`src/cpu_regs_pkg.sv`:
```
package cpu_regs_pkg;

  // ****************************************
  // Widths and values after reset
  // ****************************************
  localparam logic [15:0] WORD_RST = 16'h0000;
  localparam logic [19:0] ADDR_RST = 20'h00000;
  localparam logic [31:0] BUS_ZERO = 32'h00000000;

  // ****************************************
  // Flag register field positions
  // ****************************************
  localparam int FLAG_C = 0;
  localparam int FLAG_D = 1;
  localparam int FLAG_Z = 2;
  localparam int FLAG_S = 3;
  localparam int FLAG_B = 4;
  localparam int FLAG_O = 5;
  localparam int FLAG_I = 6;
  localparam int FLAG_U = 7;
  localparam int PRIO_LO = 12;
  localparam int PRIO_HI = 14;
  localparam logic [15:0] FLAG_IMPL_MASK = 16'h70FF;

  // ****************************************
  // Register bus byte offsets
  // ****************************************
  localparam logic [7:0] OFS_FLAGS = 8'h00;
  localparam logic [7:0] OFS_PC = 8'h04;
  localparam logic [7:0] OFS_VTB = 8'h08;
  localparam logic [7:0] OFS_USER_SP = 8'h0C;
  localparam logic [7:0] OFS_INT_SP = 8'h10;
  localparam logic [7:0] OFS_STATIC = 8'h14;
  localparam logic [7:0] OFS_FRAME = 8'h18;
  localparam logic [7:0] OFS_ACTIVE_SP = 8'h1C;

  // ****************************************
  // Vector areas
  // ****************************************
  localparam logic [19:0] SPECIAL_PAGE_BASE = 20'hFFE00;
  localparam logic [19:0] SPECIAL_PAGE_LAST = 20'hFFFDB;
  localparam logic [19:0] FIXED_VEC_BASE = 20'hFFFDC;
  localparam logic [19:0] FIXED_VEC_LAST = 20'hFFFFF;
  localparam logic [6:0] SPECIAL_PAGE_ENTRIES = 7'h77;
  localparam logic [3:0] FIXED_VEC_ENTRIES = 4'h9;
  localparam logic [5:0] SOFT_INT_STACK_LAST = 6'h1F;

  // ****************************************
  // Types
  // ****************************************
  typedef enum logic [2:0] {
    REG_DATA_FIRST, REG_DATA_SECOND, REG_DATA_THIRD, REG_DATA_FOURTH,
    REG_ADDR_FIRST, REG_ADDR_SECOND, REG_FRAME_BASE
  } reg_sel_t;

  typedef enum logic [1:0] {SIZE_BYTE, SIZE_WORD, SIZE_LONG} op_size_t;

  typedef struct packed {
    logic en;
    reg_sel_t sel;
    logic [1:0] be;
    logic [15:0] data;
  } reg_wr_t;

  typedef struct packed {
    logic valid;
    op_size_t size;
    logic [31:0] value;
    logic carry;
    logic overflow;
    logic upd_c;
    logic upd_zs;
    logic upd_o;
  } alu_res_t;

  typedef struct packed {
    logic accept;
    logic hardware;
    logic single_step;
    logic soft_exec;
    logic [5:0] soft_num;
  } int_evt_t;

endpackage

```
`src/reg_bank.sv`:
```
`timescale 1ns/1ps
// ****************************************
// One bank of the duplicated registers
// ****************************************
module reg_bank (
  input wire logic clock,
  input wire logic rst_n,
  input wire cpu_regs_pkg::reg_wr_t wr,
  output logic [6:0][15:0] regs
);

  logic [15:0] regs_r [7];

  // Byte lanes apply only where byte access exists; others always take a full word.
  always_ff @(posedge clock or negedge rst_n) begin
    if (!rst_n) begin
      for (int i = 0; i < 7; i++) begin
        regs_r[i] <= cpu_regs_pkg::WORD_RST;
      end
    end else if (wr.en) begin
      if (wr.sel == cpu_regs_pkg::REG_DATA_FIRST || wr.sel == cpu_regs_pkg::REG_DATA_SECOND) begin
        if (wr.be[0]) begin
          regs_r[wr.sel][7:0] <= wr.data[7:0];
        end
        if (wr.be[1]) begin
          regs_r[wr.sel][15:8] <= wr.data[15:8];
        end
      end else begin
        regs_r[wr.sel] <= wr.data;
      end
    end
  end

  // Flatten the array for the parent.
  always_comb begin
    for (int i = 0; i < 7; i++) begin
      regs[i] = regs_r[i];
    end
  end

endmodule // reg_bank

```
`src/vector_gate.sv`:
```
`timescale 1ns/1ps
// ****************************************
// Interrupt admission and vector addresses
// ****************************************
module vector_gate (
  input wire logic [15:0] flags,
  input wire logic req_valid,
  input wire logic req_maskable,
  input wire logic [2:0] req_level,
  input wire logic [3:0] fixed_idx,
  input wire logic [6:0] page_idx,
  output logic req_allowed,
  output logic [19:0] fixed_addr,
  output logic [19:0] page_addr,
  output logic idx_bad
);

  logic [2:0] level_now;

  // A request passes only strictly above the current level; maskable ones also need enable.
  always_comb begin
    level_now = flags[cpu_regs_pkg::PRIO_HI:cpu_regs_pkg::PRIO_LO];
    req_allowed = req_valid && (req_level > level_now)
                  && (!req_maskable || flags[cpu_regs_pkg::FLAG_I]);
  end

  // Each vector entry is four bytes; entries past the end of a table are flagged.
  always_comb begin
    fixed_addr = cpu_regs_pkg::FIXED_VEC_BASE + {14'h0000, fixed_idx, 2'h0};
    page_addr = cpu_regs_pkg::SPECIAL_PAGE_BASE + {11'h000, page_idx, 2'h0};
    idx_bad = (fixed_idx >= cpu_regs_pkg::FIXED_VEC_ENTRIES) || (page_idx >= cpu_regs_pkg::SPECIAL_PAGE_ENTRIES);
  end

endmodule // vector_gate

```
`src/cpu_regs.sv`:
```
// Our own choices: the placing of the registers and the APB interface to the registers.
`timescale 1ns/1ps
module cpu_regs (
  input wire logic clock,
  input wire logic rst_n,
  // APB slave.
  input wire logic psel,
  input wire logic penable,
  input wire logic pwrite,
  input wire logic [7:0] paddr,
  input wire logic [31:0] pwdata,
  output logic [31:0] prdata,
  output logic pready,
  output logic pslverr,
  // Datapath register port.
  input wire cpu_regs_pkg::reg_wr_t reg_wr,
  input wire cpu_regs_pkg::reg_sel_t rd_a_sel,
  input wire cpu_regs_pkg::reg_sel_t rd_b_sel,
  output logic [15:0] rd_a_data,
  output logic [15:0] rd_b_data,
  output logic [31:0] data_pair_low_long,
  output logic [31:0] data_pair_high_long,
  output logic [31:0] addr_pair_long,
  output logic [15:0] frame_base_reg,
  output logic [15:0] static_base_reg,
  // Stack, program counter, flags.
  input wire logic sp_wr_en,
  input wire logic [15:0] sp_wr_data,
  output logic [15:0] active_sp,
  input wire logic pc_load,
  input wire logic [19:0] pc_next,
  output logic [19:0] program_counter_reg,
  output logic [19:0] vector_table_base,
  output logic [15:0] cpu_flag_register,
  input wire cpu_regs_pkg::alu_res_t alu_res,
  input wire logic instr_done,
  output logic step_int_req,
  // Interrupt acceptance.
  input wire cpu_regs_pkg::int_evt_t int_evt,
  input wire logic int_req_valid,
  input wire logic int_req_maskable,
  input wire logic [2:0] int_req_level,
  output logic int_req_allowed,
  input wire logic [3:0] fixed_vec_idx,
  input wire logic [6:0] page_vec_idx,
  output logic [19:0] fixed_vec_addr,
  output logic [19:0] page_vec_addr,
  output logic vec_idx_bad
);

  // ****************************************
  // Storage
  // ****************************************
  logic [15:0] flags_r, flags_nxt;
  logic [19:0] pc_r, vtb_r;
  logic [15:0] user_sp_r, int_sp_r, static_r;
  logic [15:0] rd_a_r, rd_b_r;
  logic [31:0] pair_low_r, pair_high_r, addr_pair_r;
  logic [31:0] prdata_r;
  logic pslverr_r;
  logic [6:0][15:0] bank0_q, bank1_q, vis;
  cpu_regs_pkg::reg_wr_t wr_mux, wr_b0, wr_b1;
  logic bank_sel, user_sp_sel;

  // ****************************************
  // Register bus decode
  // ****************************************
  logic apb_acc;
  logic apb_wr;
  logic apb_rd;
  logic hit;
  logic ro_hit;

  // Zero-wait slave: every access completes in its first access cycle.
  assign apb_acc = psel && penable;
  assign apb_wr = apb_acc && pwrite && !ro_hit && hit;
  assign apb_rd = apb_acc && !pwrite;
  assign pready = 1'b1;

  // Decode which offsets exist and which refuse writes.
  always_comb begin
    case (paddr)
      cpu_regs_pkg::OFS_FLAGS,
      cpu_regs_pkg::OFS_VTB,
      cpu_regs_pkg::OFS_USER_SP,
      cpu_regs_pkg::OFS_INT_SP,
      cpu_regs_pkg::OFS_STATIC,
      cpu_regs_pkg::OFS_FRAME: begin
        hit = 1'b1;
        ro_hit = 1'b0;
      end
      cpu_regs_pkg::OFS_PC,
      cpu_regs_pkg::OFS_ACTIVE_SP: begin
        hit = 1'b1;
        ro_hit = 1'b1;
      end
      default: begin
        hit = 1'b0;
        ro_hit = 1'b0;
      end
    endcase
  end

  // Error flags unmapped offsets and writes to read-only ones, during the access cycle only.
  always_ff @(posedge clock or negedge rst_n) begin
    if (!rst_n) begin
      pslverr_r <= 1'b0;
    end else begin
      pslverr_r <= psel && !penable && (!hit || (pwrite && ro_hit));
    end
  end
  assign pslverr = pslverr_r && apb_acc;

  // Read data is latched in the setup cycle so it is stable for the access cycle.
  always_ff @(posedge clock or negedge rst_n) begin
    if (!rst_n) begin
      prdata_r <= cpu_regs_pkg::BUS_ZERO;
    end else if (psel && !penable && !pwrite) begin
      case (paddr)
        cpu_regs_pkg::OFS_FLAGS: prdata_r <= {16'h0000, flags_r & cpu_regs_pkg::FLAG_IMPL_MASK};
        cpu_regs_pkg::OFS_PC: prdata_r <= {12'h000, pc_r};
        cpu_regs_pkg::OFS_VTB: prdata_r <= {12'h000, vtb_r};
        cpu_regs_pkg::OFS_USER_SP: prdata_r <= {16'h0000, user_sp_r};
        cpu_regs_pkg::OFS_INT_SP: prdata_r <= {16'h0000, int_sp_r};
        cpu_regs_pkg::OFS_STATIC: prdata_r <= {16'h0000, static_r};
        cpu_regs_pkg::OFS_FRAME: prdata_r <= {16'h0000, vis[cpu_regs_pkg::REG_FRAME_BASE]};
        cpu_regs_pkg::OFS_ACTIVE_SP: prdata_r <= {16'h0000, active_sp};
        default: prdata_r <= cpu_regs_pkg::BUS_ZERO;
      endcase
    end
  end
  assign prdata = apb_rd ? prdata_r : cpu_regs_pkg::BUS_ZERO;

  // ****************************************
  // Banked registers
  // ****************************************
  assign bank_sel = flags_r[cpu_regs_pkg::FLAG_B];
  assign user_sp_sel = flags_r[cpu_regs_pkg::FLAG_U];

  // The datapath owns the write port; a bus write to the frame base lands only in a cycle with no datapath write,
  // so a colliding bus write is dropped rather than stalling the core.
  always_comb begin
    wr_mux = reg_wr;
    if (!reg_wr.en && apb_wr && paddr == cpu_regs_pkg::OFS_FRAME) begin
      wr_mux.en = 1'b1;
      wr_mux.sel = cpu_regs_pkg::REG_FRAME_BASE;
      wr_mux.be = 2'h3;
      wr_mux.data = pwdata[15:0];
    end
  end

  // Only the visible bank receives writes.
  always_comb begin
    wr_b0 = wr_mux;
    wr_b1 = wr_mux;
    wr_b0.en = wr_mux.en && !bank_sel;
    wr_b1.en = wr_mux.en && bank_sel;
  end

  reg_bank u_bank0 (
    .clock(clock),
    .rst_n(rst_n),
    .wr(wr_b0),
    .regs(bank0_q)
  );

  reg_bank u_bank1 (
    .clock(clock),
    .rst_n(rst_n),
    .wr(wr_b1),
    .regs(bank1_q)
  );

  assign vis = bank_sel ? bank1_q : bank0_q;

  // Read ports and long pairs are registered, one cycle after the select.
  always_ff @(posedge clock or negedge rst_n) begin
    if (!rst_n) begin
      rd_a_r <= cpu_regs_pkg::WORD_RST;
      rd_b_r <= cpu_regs_pkg::WORD_RST;
      pair_low_r <= cpu_regs_pkg::BUS_ZERO;
      pair_high_r <= cpu_regs_pkg::BUS_ZERO;
      addr_pair_r <= cpu_regs_pkg::BUS_ZERO;
    end else begin
      rd_a_r <= vis[rd_a_sel];
      rd_b_r <= vis[rd_b_sel];
      pair_low_r <= {vis[cpu_regs_pkg::REG_DATA_THIRD], vis[cpu_regs_pkg::REG_DATA_FIRST]};
      pair_high_r <= {vis[cpu_regs_pkg::REG_DATA_FOURTH], vis[cpu_regs_pkg::REG_DATA_SECOND]};
      addr_pair_r <= {vis[cpu_regs_pkg::REG_ADDR_SECOND], vis[cpu_regs_pkg::REG_ADDR_FIRST]};
    end
  end

  assign rd_a_data = rd_a_r;
  assign rd_b_data = rd_b_r;
  assign data_pair_low_long = pair_low_r;
  assign data_pair_high_long = pair_high_r;
  assign addr_pair_long = addr_pair_r;
  assign frame_base_reg = vis[cpu_regs_pkg::REG_FRAME_BASE];

  // ****************************************
  // Base, table and program counter
  // ****************************************
  // Static base is shared by both banks.
  always_ff @(posedge clock or negedge rst_n) begin
    if (!rst_n) begin
      static_r <= cpu_regs_pkg::WORD_RST;
    end else if (apb_wr && paddr == cpu_regs_pkg::OFS_STATIC) begin
      static_r <= pwdata[15:0];
    end
  end
  assign static_base_reg = static_r;

  // Vector table base keeps all 20 bits; upper bus bits are ignored.
  always_ff @(posedge clock or negedge rst_n) begin
    if (!rst_n) begin
      vtb_r <= cpu_regs_pkg::ADDR_RST;
    end else if (apb_wr && paddr == cpu_regs_pkg::OFS_VTB) begin
      vtb_r <= pwdata[19:0];
    end
  end
  assign vector_table_base = vtb_r;

  // Program counter is loaded by the datapath only.
  always_ff @(posedge clock or negedge rst_n) begin
    if (!rst_n) begin
      pc_r <= cpu_regs_pkg::ADDR_RST;
    end else if (pc_load) begin
      pc_r <= pc_next;
    end
  end
  assign program_counter_reg = pc_r;

  // ****************************************
  // Stack pointers
  // ****************************************
  // Datapath pushes and pops go to the pointer selected by the stack flag.
  always_ff @(posedge clock or negedge rst_n) begin
    if (!rst_n) begin
      user_sp_r <= cpu_regs_pkg::WORD_RST;
    end else if (sp_wr_en && user_sp_sel) begin
      user_sp_r <= sp_wr_data;
    end else if (apb_wr && paddr == cpu_regs_pkg::OFS_USER_SP) begin
      user_sp_r <= pwdata[15:0];
    end
  end

  always_ff @(posedge clock or negedge rst_n) begin
    if (!rst_n) begin
      int_sp_r <= cpu_regs_pkg::WORD_RST;
    end else if (sp_wr_en && !user_sp_sel) begin
      int_sp_r <= sp_wr_data;
    end else if (apb_wr && paddr == cpu_regs_pkg::OFS_INT_SP) begin
      int_sp_r <= pwdata[15:0];
    end
  end

  assign active_sp = user_sp_sel ? user_sp_r : int_sp_r;

  // ****************************************
  // Flag register
  // ****************************************
  logic res_zero;
  logic res_neg;

  // Zero and sign follow the operand size of the result.
  always_comb begin
    case (alu_res.size)
      cpu_regs_pkg::SIZE_BYTE: begin
        res_zero = (alu_res.value[7:0] == 8'h00);
        res_neg = alu_res.value[7];
      end
      cpu_regs_pkg::SIZE_LONG: begin
        res_zero = (alu_res.value == 32'h00000000);
        res_neg = alu_res.value[31];
      end
      default: begin
        res_zero = (alu_res.value[15:0] == 16'h0000);
        res_neg = alu_res.value[15];
      end
    endcase
  end

  // Priority, lowest first: bus write, then the result, then interrupt acceptance.
  always_comb begin
    flags_nxt = flags_r;
    if (apb_wr && paddr == cpu_regs_pkg::OFS_FLAGS) begin
      flags_nxt = pwdata[15:0];
    end
    if (alu_res.valid && alu_res.upd_c) begin
      flags_nxt[cpu_regs_pkg::FLAG_C] = alu_res.carry;
    end
    if (alu_res.valid && alu_res.upd_zs) begin
      flags_nxt[cpu_regs_pkg::FLAG_Z] = res_zero;
      flags_nxt[cpu_regs_pkg::FLAG_S] = res_neg;
    end
    if (alu_res.valid && alu_res.upd_o) begin
      flags_nxt[cpu_regs_pkg::FLAG_O] = alu_res.overflow;
    end
    // Applied last so a clear is never overwritten in the same cycle.
    if (int_evt.accept) begin
      flags_nxt[cpu_regs_pkg::FLAG_I] = 1'b0;
      if (int_evt.hardware) begin
        flags_nxt[cpu_regs_pkg::FLAG_U] = 1'b0;
      end
      if (int_evt.single_step) begin
        flags_nxt[cpu_regs_pkg::FLAG_D] = 1'b0;
      end
    end
    if (int_evt.soft_exec && int_evt.soft_num <= cpu_regs_pkg::SOFT_INT_STACK_LAST) begin
      flags_nxt[cpu_regs_pkg::FLAG_U] = 1'b0;
    end
    flags_nxt = flags_nxt & cpu_regs_pkg::FLAG_IMPL_MASK;
  end

  always_ff @(posedge clock or negedge rst_n) begin
    if (!rst_n) begin
      flags_r <= cpu_regs_pkg::WORD_RST;
    end else begin
      flags_r <= flags_nxt;
    end
  end
  assign cpu_flag_register = flags_r;

  // A step request follows every completed instruction while the debug flag is set.
  assign step_int_req = instr_done && flags_r[cpu_regs_pkg::FLAG_D];

  // ****************************************
  // Interrupt admission and vectors
  // ****************************************
  vector_gate u_gate (
    .flags(flags_r),
    .req_valid(int_req_valid),
    .req_maskable(int_req_maskable),
    .req_level(int_req_level),
    .fixed_idx(fixed_vec_idx),
    .page_idx(page_vec_idx),
    .req_allowed(int_req_allowed),
    .fixed_addr(fixed_vec_addr),
    .page_addr(page_vec_addr),
    .idx_bad(vec_idx_bad)
  );

endmodule // cpu_regs

```
`config.mk`:
```
export PLATFORM = sky130hd
export DESIGN_NAME = cpu_regs
export DESIGN_NICKNAME = d
export VERILOG_FILES = /design/src/cpu_regs_pkg.sv /design/src/reg_bank.sv /design/src/vector_gate.sv /design/src/cpu_regs.sv
export SDC_FILE = /design/constraint.sdc
export NUM_CORES = 1
export LEC_CHECK = 0
export BUFFER_PORTS_ARGS = -buffer_cell sky130_fd_sc_hd__buf_2
export CORE_ASPECT_RATIO = 0.8
export CORE_MARGIN = 2
export CORE_UTILIZATION = 35
export DETAILED_ROUTE_END_ITERATION = 8
export HOLD_SLACK_MARGIN = 0.02
export PLACE_DENSITY = 0.6
export REMOVE_ABC_BUFFERS = 1
export SLEW_MARGIN = 30
export SYNTH_ARGS = -nofsm -noshare
export SYNTH_HDL_FRONTEND = slang
export SYNTH_SLANG_ARGS = --single-unit
export TNS_END_PERCENT = 30
```
`constraint.sdc`:
```
create_clock -name clock -period 2.2 [get_ports clock]
set_input_delay 0.33 -clock clock [delete_from_list [all_inputs] [get_ports clock]]
set_output_delay 0.33 -clock clock [all_outputs]
set_load 0.005 [all_outputs]
```
=== Word level (Yosys, flattened, before mapping) ===
Memories as Yosys holds them, arrays and structs flattened.
Index checks and enable logic that the tools add are counted.

* Add/subtract/negate cells: 2
* Order comparisons: 8
* Eq/ne operators: 9
* Multiplexer cells: 47
* Bitwise operators: 1
* Reductions and logical operators: 54

{| class="wikitable"
|+ Operators with widths
! operator !! count
|-
| $mux W112 || 11
|-
| $bwmux W112 || 6
|-
| $pmux W20 S8 || 1
|-
| $demux W16 S3 || 3
|-
| $mux W16 || 9
|-
| $bmux W16 S3 || 2
|-
| $eq A8 B5 Y1 const B || 4
|-
| $logic_not A32 Y1 || 1
|-
| $mux W32 || 1
|-
| $logic_and A1 B1 Y1 || 29
|-
| $mux W22 || 1
|-
| $eq A8 B4 Y1 const B || 2
|-
| $logic_not A16 Y1 || 1
|-
| $logic_not A8 Y1 || 2
|-
| $mux W8 || 2
|-
| $reduce_bool A2 Y1 || 6
|-
| $add A10 B10 Y11 const A || 1
|-
| $add A7 B7 Y8 const A || 1
|-
| $eq A8 B3 Y1 const B || 1
|-
| $ge A4 B4 Y1 const B || 2
|-
| $logic_not A1 Y1 || 8
|-
| $lt A3 B4 Y1 const B || 2
|-
| $ge A7 B7 Y1 const B || 1
|-
| $le A6 B5 Y1 const B || 1
|-
| other kinds (11) || 23
|}

* Register bits: 484
* Bits in read-only memories: 64
* Logic and storage cells: 154
* Memories: 1

{| class="wikitable"
|+ Memory list
! name !! words !! width !! read ports !! clocked after memory_dff !! wr ports !! RTL line !! source
|-
| (no name shown) || 32 || 2 || 1 || 0 || 0 || cpu_regs.sv:82 || <nowiki>case (paddr)</nowiki>
|}

=== Depth between registers and ports, before layout ===
Gate-level depths: netlist of run 1.

* Depth in word-level cells: 20
* Depth in mapped cells: 10
* Gate-level depth less buffers: 6

=== Hierarchy ===
From an unflattened synthesis of run 1, not the netlist that was laid out.

* Cells, all modules: 1827
* Area total of the unflattened synthesis: 22835.7 um^2

{| class="wikitable"
|+ By module, submodules not included
! module !! instances !! cells an instance !! area an instance (um^2) !! seq. area each (um^2)
|-
| cpu_regs || 1 || 1273 || 13780.7 || 6206.0
|-
| reg_bank || 2 || 245 || 4302.9 || 2802.7
|-
| vector_gate || 1 || 64 || 449.2 || 0.0
|}

=== Worst setup path before layout of run 1 ===
No wires, ideal clock.

* Path type: input to register
* Start point: input port paddr[6]
* End point: register u_bank1.regs_r (netlist bit u_bank1.regs[111])
* Arrival: 2.119 ns
* Required time: 2.065 ns
* Path slack: -0.054 ns
* Cell stages on the path: 7
* Path buffers: 3
* Path through: or4_4 -> nor4_4 -> buf_6 -> buf_12 -> mux2i_1 -> buf_2 -> o21ai_1

* Cells in the longest elaborated chain, start to end: 17
* Elaborated cells on any way between the ends: 30
* Classes of those cells: order compare: 2; eq/ne: 2; mux: 15; bitwise: 1; reduce/logical: 10

{| class="wikitable"
|+ Ends and longest elaborated chain
! item !! RTL line !! source
|-
| start: declaration || cpu_regs.sv:10 || <nowiki>input wire logic [7:0] paddr,</nowiki>
|-
| $logic_not A3 Y1 || cpu_regs.sv:82 ||
|-
| $mux W2 || cpu_regs.sv:82 ||
|-
| $logic_not A1 Y1 || cpu_regs.sv:76 || <nowiki>assign apb_wr = apb_acc && pwrite && !ro_hit && hit;</nowiki>
|-
| $logic_and A1 B1 Y1 (2 in series) || cpu_regs.sv:76 ||
|-
| $logic_and A1 B1 Y1 || cpu_regs.sv:144 || <nowiki>if (!reg_wr.en && apb_wr && paddr == cpu_regs_pkg::OFS_FRAME) begin</nowiki>
|-
| $logic_and A1 B1 Y1 (*) || cpu_regs.sv:144 ||
|-
| $mux W22 (*) || cpu_regs.sv:144 ||
|-
| branches (longest 9 deep; another with $ge A4 B4 Y1) || - ||
|-
| end signal: indexed assignment || reg_bank.sv:23 || <nowiki>regs_r[wr.sel][7:0] <= wr.data[7:0];</nowiki>
|-
| end signal: indexed assignment || reg_bank.sv:26 || <nowiki>regs_r[wr.sel][15:8] <= wr.data[15:8];</nowiki>
|-
| end signal: indexed assignment || reg_bank.sv:29 || <nowiki>regs_r[wr.sel] <= wr.data;</nowiki>
|-
| end: declaration || reg_bank.sv:12 || <nowiki>logic [15:0] regs_r [7];</nowiki>
|}

Mark *: on every way between the ends. The select of a mux whose other input is x is not followed.
A chain may end at the register's enable or synchronous reset.

=== Worst setup path after layout of run 1 ===
* Start point: register flags_r[4], in the netlist cpu_flag_register[4]
* End point: output port frame_base_reg[7]

* Cells in the longest elaborated chain, start to end: 1

{| class="wikitable"
|+ Ends and longest elaborated chain
! item !! RTL line !! source
|-
| start: declaration || cpu_regs.sv:54 || <nowiki>logic [15:0] flags_r, flags_nxt;</nowiki>
|-
| start signal: assignment || cpu_regs.sv:317 || <nowiki>flags_r <= cpu_regs_pkg::WORD_RST;</nowiki>
|-
| start signal: assignment || cpu_regs.sv:319 || <nowiki>flags_r <= flags_nxt;</nowiki>
|-
| $mux W112 || cpu_regs.sv:174 || <nowiki>assign vis = bank_sel ? bank1_q : bank0_q;</nowiki>
|-
| end: declaration || cpu_regs.sv:24 || <nowiki>output logic [15:0] frame_base_reg,</nowiki>
|}

Every way passes these cells.

==> results of run 1 <==
## power breakdown
part           internal (mW)  switching [mW]
Sequential              9.61           0.474
Combinational           1.85            2.19
Clock                   5.55            3.77
Total                   17.0            6.43
## cells in the mapped netlist, types with 3 or more instances
library cell,number
and2_1,29
o2111ai_1,3
nand2_1,281
nor2b_1,9
mux2i_1,138
a31oi_1,12
buf_2,13
mux2_2,127
buf_1,18
inv_1,74
clkbuf_1,98
a211oi_1,7
a221oi_1,10
buf_4,71
o22ai_1,6
a32oi_1,3
nor4_1,8
dfrtp_1,472
o21ai_0,305
nand3_1,5
nor2_1,120
nand2b_1,6
o21ai_1,14
nor3_1,7
and3_1,10
a21oi_1,116
a22oi_4,8
mux4_2,35
a22oi_1,4
ha_1,5
## timing repair
action                     CTS  global route
hold endpoints to repair    87             0
pin swaps                    0             0
cloned                       2             0
setup endpoints to repair   32            61
hold buffers                44             0
setup buffers               25             4
gates resized for setup     61            36
## logic make-up after synthesis
logic type,after synthesis
AO/OA/AOI/OAI,505
XOR/XNOR,2
adder cells (fa/ha/maj),5
buffers and inverters,278
flip-flops,472
multiplexers,300
other,2
AND/OR/NAND/NOR,489
## worst max path at each step
| stage | start | to | slack, ns | cells after the start |
|---|---|---|---|---|
| detailed placement | paddr[6] | u_bank1.regs[5] | -0.20 | 7 |
| finish | cpu_flag_register[4] | frame_base_reg[7] | -0.11 | 6 |
| floorplan | cpu_flag_register[4] | u_bank1.regs[100] | -3.87 | 3 |
| CTS | cpu_flag_register[4] | frame_base_reg[7] | -0.13 | 6 |
| global route | cpu_flag_register[4] | frame_base_reg[7] | -0.16 | 6 |
| global placement | paddr[6] | u_bank0.regs[28] | -0.16 | 8 |
## final cells by class
type | count | area, sq um
Clock inverter | 33 | 505
Sequential cell | 472 | 11800
Fill cell | 5674 | 32900
Antenna cell | 2 | 5.00
Timing Repair Buffer | 664 | 4540
Multi-Input combinational cell | 1334 | 8940
Inverter | 75 | 287
Clock buffer | 58 | 1320
Tap cell | 830 | 1040
## routing by layer
layer	up-vias	GRT usage (%)	wire length, um
met5	-	0	64
met4	10	5.77	1620
met3	106	4.27	4620
met2	622	35.7	34800
met1	8873	31.5	33100
li1	8098	-	-
## critical path, stage by stage, from the launching register on
cell and delay (ns):
dfrtp_4 0.58, buf_8 0.19, buf_6 0.12, mux2i_2 0.16, buf_4 0.17, inv_2 0.04, buf_6 0.10
## metrics by stage
| step | power, mW | std cells |
|---|---|---|
| global route | 24.5 | 3467 |
| detailed placement | 14.0 | 3303 |
| CTS | 23.6 | 3462 |
| floorplan | 11.7 | 1881 |
| global placement | 13.9 | 3303 |
| finish | 23.4 | 3468 |
==> results.cfg, run 1 <==
[status]
outcome = finished, violations left
violations = setup timing

[setup_path]
reg2reg_to = rd_a_data[4]
critPathMaxFanout = 7
critPathLaunchType = flip-flop
r2r_cells = 7
r2r-start = cpu_flag_register[4]
endpoint_kind = primary output
crit_required_ns = 1.87
cp.arrival_ns = 1.98
rrSetupSlack_ns = -0.01
critical_path_class = flip-flop to primary output

[timing]
timing_hold_violations_final = 0
layout_min_cycle_time_ns = 2.31
fin_worst_skew_ns = 0.0251
finalSetupTns_ns = -0.782
relSlewSlack_pct = 53.0
max_slew.worst_pin.slew_ns = 0.705
setup_viol = 15
rsz0062_at_grt = yes
post-route-period-util_pct = 105
slew_violations = 0
fin_ws_ns = -0.110
max_freq_mhz = 433
hold_ws_ns = 0.0436

[layout]
postLayoutCellArea_sq_um = 28500
final_core_util_pct = 46.4
nets = 2780
drive_gt1_share_pct = 35.2
final_common_cell = dfrtp_1
area_delta_synth_final_pct = 30.6
final_cell_mix = dfrtp_1, buf_2, o21ai_0

[routing]
totalWireLength_mm = 74.2
drc = 0
ant_nets = 0
first_iter_violations = 1141
wire_per_inst_um = 21.4
dr.pass1.iters = 5
via_per_inst = 5.11
vias = 17700

[placed_design]
placed_cell_area_sq_um = 25500
numPortBuffers = 436
dp_slack_ns = -0.204
dp.final_hpwl_mm = 53.8
finalWeightedCongestion = 0.880

[yosys]
yosys.area.top_type = dfrtp_1
synth-xor-area-share_pct = 0.0804
synth_async_sr_flop_share_pct = 100
synth_top_family_by_area = multiplexers
synth_edf_count = 0
ys_ff_latch = 472
syn-instance-count = 2053
avgSynthCellArea_sq_um = 10.6
synth_warnings = 0
netlist-cell-type-count = 58
ys_seq_area_share_pct = 54.2
synthAdderAreaFrac_pct = 0.287
ys_top_cells_by_area = dfrtp_1, o21ai_0, mux2_2
ys.flop_type = dfrtp_1
synth_compound_area_share_pct = 13.0
netlist_area_sq_um = 21800
muxShareOfSynthArea_pct = 16.5
synth_top_area_share_pct = 54.2
synthSimpleGateAreaFrac_pct = 9.56

[clock_network]
numCtsBuffers = 50
clock_latency_ns = 0.61
clk_path_buf_depth = 3
cts_tree = done
ctsRootBufferMaster = clkbuf_16
htree_levels = 2
cts.clk_slew.worst_paths_ns = 0.07
cts_sinks = 472

[flow_run]
maxCapViolCount = 0

[power_and_ir_drop]
peakVddDrop_mv = 0.628
p_leak_nw = 13.8
p_per_area_nw_per_um2 = 824

[hold_path]
holdPathEnd = user_sp_r[7]
whs_path_depth = 3
min_from = sp_wr_data[7]
min_path_type = input pin to flip-flop

[global_routing]
grt_max_degree = 70
antenna_found_initial = 8
globalRouteOverflowTotal = 0
grt_pass1_vias = 17600
grt_util_all_layers_pct = 22.4
grt_pass1_wl_mm = 109

[floorplanning]
start_util_pct = 35.5
die_h_um = 227
die_x_um = 283
coreArea_sq_um = 61300
num_rows = 81
die_area_sq_um = 64300
ios = 487
(Power assumes the default switching activity.)
==> run 2: changes to the inputs <==
--- a/config.mk
+++ b/config.mk
@@ -7,11 +7,10 @@
 export LEC_CHECK = 0
 export BUFFER_PORTS_ARGS = -buffer_cell sky130_fd_sc_hd__buf_2
 export CORE_ASPECT_RATIO = 0.8
-export CORE_MARGIN = 2
-export CORE_UTILIZATION = 35
+export CORE_UTILIZATION = 25
 export DETAILED_ROUTE_END_ITERATION = 8
 export HOLD_SLACK_MARGIN = 0.02
-export PLACE_DENSITY = 0.6
+export PLACE_DENSITY = 0.47
 export REMOVE_ABC_BUFFERS = 1
 export SLEW_MARGIN = 30
 export SYNTH_ARGS = -nofsm -noshare
==> run 2 against run 1 <==
The run still ends with setup timing left. Combinational power rose by 11%. First-iteration DRC count fell by 1.8%. Sequential share of layout area fell by 1.8 points. Routed wire length rose by 8.9%. Register-to-register slack got worse by 0.09 ns. Final cell count rose by 11%. Final area rose by 4.5%. Die area rose by 37%. Critical path depth did not move. Total power rose by 3.9%. Non-clock buffer count rose by 54. Clock skew rose by 0.0023 ns. Largest cell class unchanged. Largest power group unchanged.
==> results.cfg, run 2 (synthesis gave the netlist of run 1 again) <==
[timing]
setup_viol = 24
fin_ws_ns = -0.134
layout_min_cycle_time_ns = 2.33
max_freq_mhz = 428
max_slew.worst_pin.slew_ns = 0.782
slew_violations = 0
fin_worst_skew_ns = 0.0275
post-route-period-util_pct = 106
timing_hold_violations_final = 0
finalSetupTns_ns = -1.64
rsz0062_at_grt = yes
relSlewSlack_pct = 47.9

[setup_path]
crit_required_ns = 1.87
critPathMaxFanout = 7
cp_slowest_cell = dfrtp_4
path_cells = buf_12, buf_8, mux2i_2, buf_4, inv_2, buf_6
critical_path_buf_inv_count = 5
crit_family = buffers and inverters
critical_path_class = flip-flop to primary output
cp.arrival_ns = 2.00
slowest_delay_ns = 0.58
endpoint_kind = primary output
critPathLaunchType = flip-flop

[layout]
drive_gt1_share_pct = 37.4
final_common_cell = dfrtp_1
final_cell_mix = dfrtp_1, buf_2, o21ai_0
final_core_util_pct = 34.6
layout.cells.non_filler = 3833
nets = 2839
area_delta_synth_final_pct = 36.5

[flow_run]
maxCapViolCount = 0

[floorplanning]
num_rows = 96
coreArea_sq_um = 86000
die_area_sq_um = 88300
ios = 487
die_x_um = 332
die_h_um = 266
start_util_pct = 25.3

[global_routing]
grt_pass1_wl_mm = 118
grt_util_all_layers_pct = 17.8
grt_max_degree = 77
globalRouteOverflowTotal = 0
antenna_found_initial = 14
grt_pass1_vias = 17900

[placed_design]
dp.final_hpwl_mm = 58.6
numPortBuffers = 436
finalWeightedCongestion = 0.890
dp_slack_ns = -0.294
placed_cells = 3619

[routing]
drc = 0
vias = 17900
wire_per_inst_um = 21.1
via_per_inst = 4.66
totalWireLength_mm = 80.9
dr.pass1.iters = 5
first_iter_violations = 1121
ant_nets = 0

[status]
outcome = finished, violations left
violations = setup timing

[clock_network]
clock_latency_ns = 0.64
clk_path_buf_depth = 3
numCtsBuffers = 55
htree_levels = 2
ctsRootBufferMaster = clkbuf_16
cts.clk_slew.worst_paths_ns = 0.06
cts_sinks = 472
cts_tree = done

[power_and_ir_drop]
power_mw = 24.4
p_leak_nw = 14.2
p_per_area_nw_per_um2 = 819
peakVddDrop_mv = 0.586

[hold_path]
min_path_type = input pin to flip-flop
-- run 2: cell count changes in the layout (fill, tap and decap cells not counted), sizes merged, moves of 4 or more --
cell	previous run	this run
buf	619	658
clkbuf	58	78
dlygate4sd3	44	59
clkinvlp	7	0
clkinv	12	18
inv	79	75
-- run 2: final cells by class --
type / instances / area [sq um]
antenna: 4 / 10.0
clock buffer: 78 / 1610
clock inverter: 25 / 345
fill: 8655 / 56300
inverter: 75 / 294
multi-input combinational: 1334 / 9100
sequential: 472 / 11800
tap: 1127 / 1410
timing repair buffer: 718 / 5130
-- run 2: metrics by stage --
| stage | hold WS [ns] | instance area, sq um |
|---|---|---|
| 6_report | 0.0492 | 29700 |
| 3_3_place_gp | 0.275 | 26100 |
| 4_1_cts | 0.0250 | 29300 |
| 2_1_floorplan | 0.0344 | 20800 |
| 5_1_grt | 0.0327 | 29700 |
| 3_5_place_dp | 0.279 | 26100 |
-- run 2: report_power, final --
group	internal (mW)	switching, mW
combinational	2.09	2.37
clock	5.93	3.86
sequential	9.62	0.477
total	17.6	6.71
-- run 2: final timing paths --
| kind | from | to | slack [ns] | depth (start not counted) |
|---|---|---|---|---|
| worst max-delay path | cpu_flag_register[4] | frame_base_reg[0] | -0.13 | 6 |
| worst min-delay path | pwdata[9] | vector_table_base[9] | 0.05 | 2 |
| worst max register to register | cpu_flag_register[4] | rd_a_data[10] | -0.10 | 8 |
| worst min register to register | prdata_r[3] | prdata_r[3] | 0.47 | 1 |
| max in group asynchronous | rst_n | u_bank1.regs[101] | 1.18 | 4 |
| min in group asynchronous | rst_n | u_bank1.regs[8] | 0.21 | 2 |
-- run 2: metal layers --
| layer | track usage (%) | vias up | routed length, um | share of wire [%] |
|---|---|---|---|---|
| met5 | 0 | - | 97 | 0.12 |
| met4 | 4.55 | 14 | 1810 | 2.2 |
| met3 | 3.42 | 138 | 4920 | 6.1 |
| met2 | 28.3 | 548 | 37700 | 47 |
| met1 | 24.7 | 8934 | 36300 | 45 |
| li1 | - | 8216 | - | - |
-- run 2: timing repair --
action / in CTS / in global routing
pin swaps: 1 / 6
setup buffers: 31 / 17
cloned: 2 / 0
hold buffers: 59 / 0
endpoints found under the hold margin: 300 / 0
gates resized for setup: 101 / 60
endpoints found under the setup margin: 35 / 59
